===== config.mk =====
export PLATFORM = sky130hd
export DESIGN_NAME = nbr_requester
export DESIGN_NICKNAME = d
export VERILOG_FILES = /design/src/rtl/nbr_requester.v
export VERILOG_INCLUDE_DIRS = /design/src /design/src/rtl
export SDC_FILE = /design/constraint.sdc
export NUM_CORES = 1
export LEC_CHECK = 0
export ABC_CLOCK_PERIOD_IN_PS = 15250
export BUFFER_PORTS_ARGS = -buffer_cell sky130_fd_sc_hd__buf_2
export CORE_ASPECT_RATIO = 0.8
export CORE_MARGIN = 2
export CORE_UTILIZATION = 48
export CTS_CLUSTER_SIZE = 12
export DETAILED_ROUTE_END_ITERATION = 16
export GPL_ROUTABILITY_DRIVEN = 1
export PLACE_DENSITY = 0.74
export SLEW_MARGIN = 30
export SYNTH_ARGS = -nofsm -noshare
export SYNTH_HDL_FRONTEND = slang
export SYNTH_HIERARCHICAL = 1
export SYNTH_SLANG_ARGS = --single-unit

===== constraint.sdc =====
create_clock -name clock -period 15.25 [get_ports clock]
set_input_delay 3.05 -clock clock [delete_from_list [all_inputs] [get_ports clock]]
set_output_delay 3.05 -clock clock [all_outputs]
set_load 0.03 [all_outputs]

===== src/rtl/nbr_regs.vh =====
/*
 Constants of the network boot load requester: message codes, protocol classes,
 image selectors and timing figures. Assumes the 50 MHz system clock.
*/
`ifndef NBR_REGS_VH
`define NBR_REGS_VH
// protocol classes of a parsed frame
`define NBR_PROTO_NONE     3'h0
`define NBR_PROTO_DUMPLOAD 3'h1
`define NBR_PROTO_CONSOLE  3'h2
`define NBR_PROTO_LOOP     3'h3
`define NBR_PROTO_LLC      3'h4
// message codes
`define NBR_CODE_XFER      8'h00
`define NBR_CODE_MEMLOAD   8'h02
`define NBR_CODE_VOLUNTEER 8'h03
`define NBR_CODE_REQ_ID    8'h05
`define NBR_CODE_BOOT      8'h06
`define NBR_CODE_SYS_ID    8'h07
`define NBR_CODE_REQ_PROG  8'h08
`define NBR_CODE_REQ_CNT   8'h09
`define NBR_CODE_REQ_LOAD  8'h0A
`define NBR_CODE_COUNTERS  8'h0B
`define NBR_CODE_PARM_XFER 8'h14
`define NBR_LOOP_FORWARD   8'h02
`define NBR_LOOP_REPLY     8'h01
`define NBR_XID_FORMAT     8'h81
`define NBR_XID_CLASS      8'h01
`define NBR_XID_RXWIN      8'h00
// multicast destinations
`define NBR_MCAST_DUMPLOAD 48'hAB0000010000
`define NBR_MCAST_CONSOLE  48'hAB0000020000
// image selectors handed to the framer
`define NBR_IMG_SYSTEM     2'h0
`define NBR_IMG_DIAG       2'h1
`define NBR_IMG_NAMED      2'h2
// file specification limits
`define NBR_FILE_MAX_V4    6'h27
`define NBR_FILE_MAX_V3    6'h0F
// timing: one second is split into sub-ticks
`define NBR_CLK_HZ         50000000
`define NBR_SUBTICKS_PER_S 512
`define NBR_BURST_LEN      4'h8
`define NBR_BURST_GAP_S    4
`define NBR_BACKOFF_MIN_S  9'h004
`define NBR_BACKOFF_MAX_MIN 5
`define NBR_BACKOFF_MAX_S  (`NBR_BACKOFF_MAX_MIN * 60)
`define NBR_SYSID_MIN_MIN  8
`define NBR_SYSID_MAX_MIN  12
`define NBR_JITTER_BASE    10'h180
`endif


===== src/rtl/nbr_requester.v =====
/*
 Boot load requester with maintenance listener and its load-data FIFO.
 Assumes a parser giving one decoded message per rx_msg_valid pulse, after the
 data bytes, and a framer taking the tx_* fields while tx_valid and tx_ready are high.
*/
`timescale 1ns/1ps
`include "nbr_regs.vh"

module nbr_fifo #(
    parameter WIDTH = 8,
    parameter DEPTH = 16,
    parameter AW    = 4
) (
    // clock and reset
    input  wire             clock,
    input  wire             rst,
    // fill side
    input  wire [WIDTH-1:0] in_data,
    input  wire             in_valid,
    output reg              in_ready,
    // drain side
    output wire [WIDTH-1:0] out_data,
    output reg              out_valid,
    input  wire             out_ready
);
    reg [WIDTH-1:0] mem [0:DEPTH-1];
    reg [AW-1:0]    wr_ptr;
    reg [AW-1:0]    rd_ptr;
    reg [AW:0]      count;
    wire            push = in_valid & in_ready;
    wire            pop  = out_valid & out_ready;
    wire [AW:0]     next_count = count + {{AW{1'b0}}, push} - {{AW{1'b0}}, pop};

    assign out_data = mem[rd_ptr];

    always @(posedge clock) begin
        if (push) begin
            mem[wr_ptr] <= in_data;
        end
    end

    always @(posedge clock or posedge rst) begin
        if (rst) begin
            wr_ptr    <= {AW{1'b0}};
            rd_ptr    <= {AW{1'b0}};
            count     <= {(AW+1){1'b0}};
            in_ready  <= 1'b0;
            out_valid <= 1'b0;
        end else begin
            if (push) begin
                wr_ptr <= wr_ptr + 1'b1;
            end
            if (pop) begin
                rd_ptr <= rd_ptr + 1'b1;
            end
            count     <= next_count;
            // flags follow next_count, so no lag
            in_ready  <= (next_count != DEPTH);
            out_valid <= (next_count != {(AW+1){1'b0}});
        end
    end
endmodule // nbr_fifo

module nbr_requester #(
    parameter SUBTICK_CYCLES = `NBR_CLK_HZ / `NBR_SUBTICKS_PER_S
) (
    // clock and reset
    input  wire         clock,
    input  wire         rst,
    // boot control
    input  wire         boot_start,
    input  wire         operator_halt,
    input  wire         fatal_error,
    input  wire         diag_image_flag,
    input  wire         solicit_file_flag,
    input  wire [5:0]   file_spec_len,
    // decoded receive message
    input  wire         rx_msg_valid,
    input  wire         rx_to_us,
    input  wire [2:0]   rx_proto,
    input  wire         rx_ieee,
    input  wire [7:0]   rx_code,
    input  wire [47:0]  rx_src,
    input  wire [7:0]   rx_load_num,
    input  wire [15:0]  rx_receipt,
    input  wire         rx_good,
    // load image bytes from the parser
    input  wire [7:0]   rx_data,
    input  wire         rx_data_valid,
    output wire         rx_data_ready,
    // image bytes toward memory
    output wire [7:0]   mem_data,
    output wire         mem_valid,
    input  wire         mem_ready,
    // transmit request to the framer
    output reg          tx_valid,
    output reg  [7:0]   tx_code,
    output reg  [2:0]   tx_proto,
    output reg          tx_ieee,
    output reg  [47:0]  tx_dst,
    output reg  [7:0]   tx_load_num,
    output reg  [15:0]  tx_receipt,
    output reg          tx_nopad,
    output reg  [5:0]   tx_swid_len,
    output reg  [1:0]   tx_image_sel,
    input  wire         tx_ready,
    // status
    output reg          booting,
    output reg          boot_done,
    output reg          boot_failed
);
    localparam S_IDLE  = 3'h0;
    localparam S_SOL   = 3'h1;
    localparam S_BACK  = 3'h2;
    localparam S_ACK   = 3'h3;
    localparam S_LREQ  = 3'h4;
    localparam S_LWAIT = 3'h5;
    localparam S_DRAIN = 3'h6;
    localparam S_FIN   = 3'h7;

    localparam [18:0] GAP_SUB   = `NBR_BURST_GAP_S * `NBR_SUBTICKS_PER_S;
    localparam [8:0]  BK_MAX    = `NBR_BACKOFF_MAX_S;
    localparam [9:0]  SID_MIN_S = `NBR_SYSID_MIN_MIN * 60;
    localparam [17:0] SID_SPAN  = (`NBR_SYSID_MAX_MIN - `NBR_SYSID_MIN_MIN) * 60;

    reg [2:0]   st;
    reg [31:0]  div_cnt;
    reg         sub_pulse;
    reg [8:0]   sub_cnt;
    reg         sec_pulse;
    reg [15:0]  lfsr;
    reg [18:0]  wt;
    reg [3:0]   bcnt;
    reg [8:0]   backoff;
    reg [47:0]  srv_addr;
    reg         ver_known;
    reg         srv_ieee;
    reg [7:0]   load_num;
    reg         term;
    reg [9:0]   sid_left;
    reg         sid_pend;
    reg         sid_second;
    reg         rp_valid;
    reg [7:0]   rp_code;
    reg [2:0]   rp_proto;
    reg         rp_ieee;
    reg         rp_nopad;
    reg [47:0]  rp_dst;
    reg [15:0]  rp_receipt;
    reg         mem_seen;

    wire        accept = rx_msg_valid & rx_to_us & booting &
                         (rx_proto != `NBR_PROTO_NONE) & (rx_proto <= `NBR_PROTO_LLC);
    wire        dl_msg = accept & (rx_proto == `NBR_PROTO_DUMPLOAD);
    wire        boot_wants = ((st == S_SOL) & (wt == 19'h00000)) | (st == S_ACK) |
                             (st == S_LREQ) | (st == S_FIN);
    wire        tx_free = ~tx_valid | tx_ready;
    wire [18:0] jitter_wait = backoff * (`NBR_JITTER_BASE + {2'b00, lfsr[7:0]});
    wire [17:0] sid_rnd = lfsr[15:8] * SID_SPAN;
    wire [9:0]  sid_reload = SID_MIN_S + {2'b00, sid_rnd[15:8]};
    wire [9:0]  backoff_x2 = {backoff, 1'b0};
    wire [5:0]  len_v4 = (file_spec_len > `NBR_FILE_MAX_V4) ? `NBR_FILE_MAX_V4 : file_spec_len;
    wire        prog_ieee = (st == S_SOL) ? (bcnt < 4'h4) : srv_ieee;
    wire        fifo_empty = ~mem_valid;

    // buffer lets memory stalls back up
    nbr_fifo #(
        .WIDTH (8),
        .DEPTH (16),
        .AW    (4)
    ) u_fifo (
        .clock     (clock),
        .rst       (rst),
        .in_data   (rx_data),
        .in_valid  (rx_data_valid),
        .in_ready  (rx_data_ready),
        .out_data  (mem_data),
        .out_valid (mem_valid),
        .out_ready (mem_ready)
    );

    // free-running divider and pseudo-random source
    always @(posedge clock or posedge rst) begin
        if (rst) begin
            div_cnt   <= 32'h00000000;
            sub_pulse <= 1'b0;
            sub_cnt   <= 9'h000;
            sec_pulse <= 1'b0;
            lfsr      <= 16'hACE1;
        end else begin
            lfsr      <= {lfsr[14:0], lfsr[15] ^ lfsr[13] ^ lfsr[12] ^ lfsr[10]};
            sub_pulse <= 1'b0;
            sec_pulse <= 1'b0;
            if (div_cnt >= SUBTICK_CYCLES - 1) begin
                div_cnt   <= 32'h00000000;
                sub_pulse <= 1'b1;
                sub_cnt   <= sub_cnt + 1'b1;
                sec_pulse <= (sub_cnt == 9'h1FF);
            end else begin
                div_cnt <= div_cnt + 1'b1;
            end
        end
    end

    always @(posedge clock or posedge rst) begin
        if (rst) begin
            st           <= S_IDLE;
            wt           <= 19'h00000;
            bcnt         <= 4'h0;
            backoff      <= `NBR_BACKOFF_MIN_S;
            srv_addr     <= `NBR_MCAST_DUMPLOAD;
            ver_known    <= 1'b0;
            srv_ieee     <= 1'b0;
            load_num     <= 8'h00;
            term         <= 1'b0;
            mem_seen     <= 1'b0;
            sid_left     <= 10'h000;
            sid_pend     <= 1'b0;
            sid_second   <= 1'b0;
            rp_valid     <= 1'b0;
            rp_code      <= 8'h00;
            rp_proto     <= `NBR_PROTO_NONE;
            rp_ieee      <= 1'b0;
            rp_nopad     <= 1'b0;
            rp_dst       <= 48'h000000000000;
            rp_receipt   <= 16'h0000;
            tx_valid     <= 1'b0;
            tx_code      <= 8'h00;
            tx_proto     <= `NBR_PROTO_NONE;
            tx_ieee      <= 1'b0;
            tx_dst       <= 48'h000000000000;
            tx_load_num  <= 8'h00;
            tx_receipt   <= 16'h0000;
            tx_nopad     <= 1'b0;
            tx_swid_len  <= 6'h00;
            tx_image_sel <= `NBR_IMG_SYSTEM;
            booting      <= 1'b0;
            boot_done    <= 1'b0;
            boot_failed  <= 1'b0;
        end else begin
            if (sub_pulse && wt != 19'h00000) begin
                wt <= wt - 1'b1;
            end
            // identification timer runs only while listening
            if (booting && sec_pulse) begin
                if (sid_left == 10'h000) begin
                    sid_pend   <= 1'b1;
                    sid_second <= 1'b0;
                    sid_left   <= sid_reload;
                end else begin
                    sid_left <= sid_left - 1'b1;
                end
            end

            // transmit slot: replies first, then boot traffic, then identification
            if (tx_valid && tx_ready) begin
                tx_valid <= 1'b0;
            end
            if (tx_free) begin
                if (rp_valid) begin
                    tx_valid   <= 1'b1;
                    tx_code    <= rp_code;
                    tx_proto   <= rp_proto;
                    tx_ieee    <= rp_ieee;
                    tx_dst     <= rp_dst;
                    tx_receipt <= rp_receipt;
                    tx_nopad   <= rp_nopad;
                    rp_valid   <= 1'b0;
                end else if (boot_wants) begin
                    tx_valid    <= 1'b1;
                    tx_proto    <= `NBR_PROTO_DUMPLOAD;
                    tx_dst      <= srv_addr;
                    tx_receipt  <= 16'h0000;
                    tx_nopad    <= 1'b0;
                    tx_load_num <= load_num;
                    tx_ieee     <= prog_ieee;
                    if (st == S_SOL || st == S_ACK) begin
                        tx_code <= `NBR_CODE_REQ_PROG;
                    end else begin
                        tx_code <= `NBR_CODE_REQ_LOAD;
                    end
                    if (solicit_file_flag) begin
                        tx_image_sel <= `NBR_IMG_NAMED;
                        tx_swid_len <= (!prog_ieee && len_v4 > `NBR_FILE_MAX_V3) ?
                                       `NBR_FILE_MAX_V3 : len_v4;
                    end else begin
                        tx_image_sel <= diag_image_flag ? `NBR_IMG_DIAG : `NBR_IMG_SYSTEM;
                        tx_swid_len  <= 6'h00;
                    end
                    case (st)
                        S_SOL: begin
                            if (bcnt == `NBR_BURST_LEN - 1'b1) begin
                                bcnt <= 4'h0;
                                st   <= S_BACK;
                                wt   <= jitter_wait;
                            end else begin
                                bcnt <= bcnt + 1'b1;
                                wt   <= GAP_SUB;
                            end
                        end
                        S_ACK: begin
                            st <= S_LREQ;
                        end
                        S_LREQ: begin
                            st <= S_LWAIT;
                            wt <= GAP_SUB;
                        end
                        S_FIN: begin
                            st        <= S_IDLE;
                            booting   <= 1'b0;
                            boot_done <= 1'b1;
                        end
                        default: begin
                            st <= st;
                        end
                    endcase
                end else if (sid_pend) begin
                    tx_valid   <= 1'b1;
                    tx_code    <= `NBR_CODE_SYS_ID;
                    tx_proto   <= `NBR_PROTO_CONSOLE;
                    tx_dst     <= `NBR_MCAST_CONSOLE;
                    tx_receipt <= 16'h0000;
                    tx_nopad   <= 1'b0;
                    if (ver_known) begin
                        tx_ieee  <= srv_ieee;
                        sid_pend <= 1'b0;
                    end else begin
                        tx_ieee    <= ~sid_second;
                        sid_second <= ~sid_second;
                        sid_pend   <= ~sid_second;
                    end
                end
            end

            // listener: a new request wins over the slot clear above
            if (accept) begin
                rp_dst     <= rx_src;
                rp_ieee    <= rx_ieee;
                rp_proto   <= rx_proto;
                rp_receipt <= rx_receipt;
                rp_nopad   <= 1'b0;
                case (rx_proto)
                    `NBR_PROTO_CONSOLE: begin
                        if (rx_code == `NBR_CODE_REQ_ID) begin
                            rp_valid <= 1'b1;
                            rp_code  <= `NBR_CODE_SYS_ID;
                        end else if (rx_code == `NBR_CODE_REQ_CNT) begin
                            rp_valid <= 1'b1;
                            rp_code  <= `NBR_CODE_COUNTERS;
                        end else if (rx_code == `NBR_CODE_BOOT) begin
                            backoff <= `NBR_BACKOFF_MIN_S;
                        end
                    end
                    `NBR_PROTO_LOOP: begin
                        if (rx_code == `NBR_LOOP_FORWARD) begin
                            rp_valid <= 1'b1;
                            rp_code  <= `NBR_LOOP_REPLY;
                            rp_nopad <= ~rx_ieee;
                        end
                    end
                    `NBR_PROTO_LLC: begin
                        // framer adds format/class/window fields for xid
                        rp_valid <= 1'b1;
                        rp_code  <= rx_code;
                    end
                    default: begin
                        rp_code <= rp_code;
                    end
                endcase
            end

            // boot sequence
            case (st)
                S_IDLE: begin
                    if (boot_start) begin
                        st          <= S_SOL;
                        booting     <= 1'b1;
                        boot_done   <= 1'b0;
                        boot_failed <= 1'b0;
                        bcnt        <= 4'h0;
                        wt          <= 19'h00000;
                        backoff     <= `NBR_BACKOFF_MIN_S;
                        srv_addr    <= `NBR_MCAST_DUMPLOAD;
                        ver_known   <= 1'b0;
                        load_num    <= 8'h00;
                        sid_left    <= sid_reload;
                        sid_pend    <= 1'b0;
                    end
                end
                S_SOL, S_BACK: begin
                    if (dl_msg && rx_code == `NBR_CODE_VOLUNTEER) begin
                        st        <= S_ACK;
                        srv_addr  <= rx_src;
                        srv_ieee  <= rx_ieee;
                        ver_known <= 1'b1;
                    end else if (st == S_BACK && wt == 19'h00000) begin
                        st <= S_SOL;
                        backoff <= (backoff_x2 > {1'b0, BK_MAX}) ? BK_MAX : backoff_x2[8:0];
                    end
                end
                S_LWAIT: begin
                    if (dl_msg && rx_good && rx_load_num == load_num &&
                        (rx_code == `NBR_CODE_MEMLOAD || rx_code == `NBR_CODE_XFER ||
                         rx_code == `NBR_CODE_PARM_XFER)) begin
                        st       <= S_DRAIN;
                        term     <= (rx_code != `NBR_CODE_MEMLOAD);
                        mem_seen <= 1'b0;
                    end else if (wt == 19'h00000) begin
                        st <= S_LREQ;
                    end
                end
                S_DRAIN: begin
                    // fifo flag tested from the second drain cycle on
                    mem_seen <= 1'b1;
                    if (mem_seen && fifo_empty) begin
                        load_num <= load_num + 1'b1;
                        st       <= term ? S_FIN : S_LREQ;
                    end
                end
                default: begin
                    // advanced in the transmit slot
                end
            endcase

            // abort overrides the st, booting and sid_pend values set by the steps above
            if (booting && (operator_halt || fatal_error)) begin
                st          <= S_IDLE;
                booting     <= 1'b0;
                boot_failed <= fatal_error;
                sid_pend    <= 1'b0;
            end
        end
    end
endmodule // nbr_requester


==> flow_summary.toml <==
[grt]
grtUsageMet2_pct = 35.00
grt_pass1_wl_um = 90490
grt_pass1_vias = 16920
grt_max_degree = 126
grt_overflow = 0
use_met3_pct = 4.008
grtUsageMet1_pct = 30.50
track_usage_pct = 22.00
antenna_found_initial = 9
top_usage_layer = "met2"

[detailed_routing]
wirelength_um = 56940
postRouteAntennaNets = 0
drc_errors = 0
wl_per_cell_um = 18.87
vias_per_cell = 5.595
vias = 16880
drt-pass1-iter-count = 6
drt-initial-drc-count = 1420

[clock_network]
postCtsHoldBufs = 0
cts_sinks = 484
cts_made_buffers = 47
clk_pin_slew_ps = 60
cts_resized = 0
htreeDepth = 2
post_cts_buffers = 0
cts_root_buf = "clkbuf_16"
cts_tree = "yes"
cts_buffer_depth = 3
clk_latency_ps = 570

[run]
drv_cap = 0

[floorplanning]
start_util_pct = 48.38
die_area_um2 = 51710
die_w_um = 253.8
io_pins = 218
die_h_um = 203.8
row_count = 73
core-area_um2 = 49510

[yosys]
async_flop_share_pct = 73.55
synthTopCellsByArea = "dfrtp_1, edfxtp_1, fa_1"
synth_top_family_by_area = "simple AND/OR/NAND/NOR gates"
yosysMostFrequentCell = "dfrtp_1"
muxShareOfSynthArea_pct = 7.110
synth_ff_type = "dfrtp_1"
synth_fa_ha_area_share_pct = 9.560
synth_edf_count = 128
yosysSeqAreaShare_pct = 53.32
synth_largest_area_cell = "dfrtp_1"
synthCells = 2106
netlist_area_um2 = 23950
synth_top_cell_area_share_pct = 35.63
avgSynthCellArea_um2 = 11.37
ys_ff_latch = 484
synth_cell_types = 83
synth_xor_area_share_pct = 3.072
synthSimpleGateAreaFrac_pct = 14.50
synth_commonest_cells = "dfrtp_1, nand2_1, edfxtp_1"
synth_compound_area_share_pct = 8.499
yosysWarnings = 6

[timing]
final_max_slew_viol_count = 0
post-route-period-util_pct = 39.49
skew_ps = 17.02
fin_crit_ps = 6022
setup_tns_ps = 0
tightestPinTransition_ps = 936.4
relSlewSlack_pct = 37.57
rsz0062_at_grt = "no"
max_freq_mhz = 166.0
finalHoldViolCount = 0
setup_viol = 0

[status]
status = "completed"

[power]
powerDensity_nw_per_um2 = 153.0
ir_drop_v = 0.0001089
leakage_nw = 12.40
power_w = 0.004141

[worst_setup_path]
critPathCaptureType = "output port"
crit_type = "reg -> out"
crit-reg2reg-launch = "backoff[1]"
max_stage_delay_ps = 960
critPathMaxFanout = 21
crit_slowest_cell = "dfrtp_1"
required_ps = 12200
cp.buffers_inverters = 1
crit_chain = "nor2_1 > a22o_1 > nor3_1 > a221o_1 > buf_2"
critical_path_cell_count = 5
critPathLaunch = "u_fifo/rd_ptr[2]"
reg2regPathDepth = 16
crit_family = "flip-flops"
ff2ff_setup_slack_ps = 10270
worst_setup_path_start_kind = "flop"
worstPathArrival_ps = 2970
endpoint = "mem_data[7]"
r2r-end = "wt[18]"

[final_layout]
syn2layout_area_growth_pct = 13.04
stdcell_count = 3017
fill_cells = 4210
drive_gt1_share_pct = 19.27
final_util_pct = 54.69
nNetsFinal = 2550

[place]
dpl.cell_count = 2924
place_congestion = 0.8774
dpl.hpwl_um = 38770
portBuffers = 217

[worst_hold_path]
hold_class = "reg -> reg"
## layout by cell type (no fill, tap or decap), types with 7 or more instances in the layout
cell,n
o22ai_1,27
nand2_1,292
a21o_1,10
xnor2_1,43
mux2_2,97
and3_1,19
nor4_1,10
a22oi_1,44
and2_1,62
ha_1,71
nand2b_1,13
a21oi_1,52
buf_4,10
nand3_1,99
conb_1,17
clkbuf_16,48
nor2_1,101
nor2b_1,16
edfxtp_1,128
nor3_1,33
dfstp_2,15
fa_1,70
or3_1,7
diode_2,7
a22o_1,14
mux4_2,16
clkbuf_1,31
nand3b_1,7
a221o_1,9
mux2i_1,25
xor2_1,41
o21ai_0,98
buf_2,217
inv_1,125
dfrtp_1,339
nand4_1,16
## state kept, by name, indices dropped and copies added (netlist names), 4 cells and up
name	flops
load_num	8
tx_code	8
srv_addr	48
tx_swid_len	6
tx_load_num	8
sub_cnt	9
rp_dst	48
u_fifo/wr_ptr	4
u_fifo/rd_ptr	4
rp_receipt	16
sid_left	10
bcnt	4
u_fifo/mem	128
rp_code	8
div_cnt	32
tx_dst	48
wt	19
lfsr	16
u_fifo/count	5
tx_receipt	16
backoff	9
## kinds of logic (layout without fill, tap and decap cells)
logic type,after synthesis,count (layout)
other cells,1,24
xor+xnor,84,84
compound gates,312,312
simple gates,717,717
flops,484,484
mux,138,138
fa+ha+maj,141,141
buf+inv,229,442
## power by group
group	total [W]	leakage [nW]	switching (W)	internal, W
clock network	0.00109	0.669	0.000483	0.000602
registers	0.00181	5.72	0.000197	0.00161
logic	0.00125	6.01	0.000782	0.000467
## routing by layer
layer	routed length (um)	vias to the layer above
met5	22	-
met4	1834	4
met3	3491	142
met2	27050	567
met1	24540	8482
li1	-	7686
## cell type report
| cell class | instances | area (um^2) | area share [%] |
|---|---|---|---|
| timing repair buffer | 230 | 1211 | 4.473 |
| tap | 675 | 844.6 | 3.119 |
| clock buffer | 82 | 1359 | 5.019 |
| antenna | 7 | 17.52 | 0.06470 |
| inverter | 126 | 485.5 | 1.793 |
| sequential | 484 | 12770 | 47.18 |
| clock inverter | 4 | 35.03 | 0.1294 |
| multi-input combinational | 1409 | 10350 | 38.22 |
## stage by stage
step	hold slack [ps]	worst slack [ps]	area [um^2]
3_5_place_dp	429.6	9527	25650
5_1_grt	445.4	9144	27070
4_1_cts	437.9	9190	27040
3_3_place_gp	425.8	9546	25600
2_1_floorplan	353.3	2773	24010
6_report	434.2	9228	27070
## worst min-delay path by stage
stage,startpoint,endpoint,cells after the start
after global routing,lfsr[10],lfsr[11],0
after floorplan,lfsr[5],lfsr[6],0
after CTS,lfsr[10],lfsr[11],0
after detailed placement,lfsr[10],lfsr[11],0
final,lfsr[10],lfsr[11],0
after global placement,lfsr[10],lfsr[11],0
Note: power is estimated with default switching activity, not from simulation.
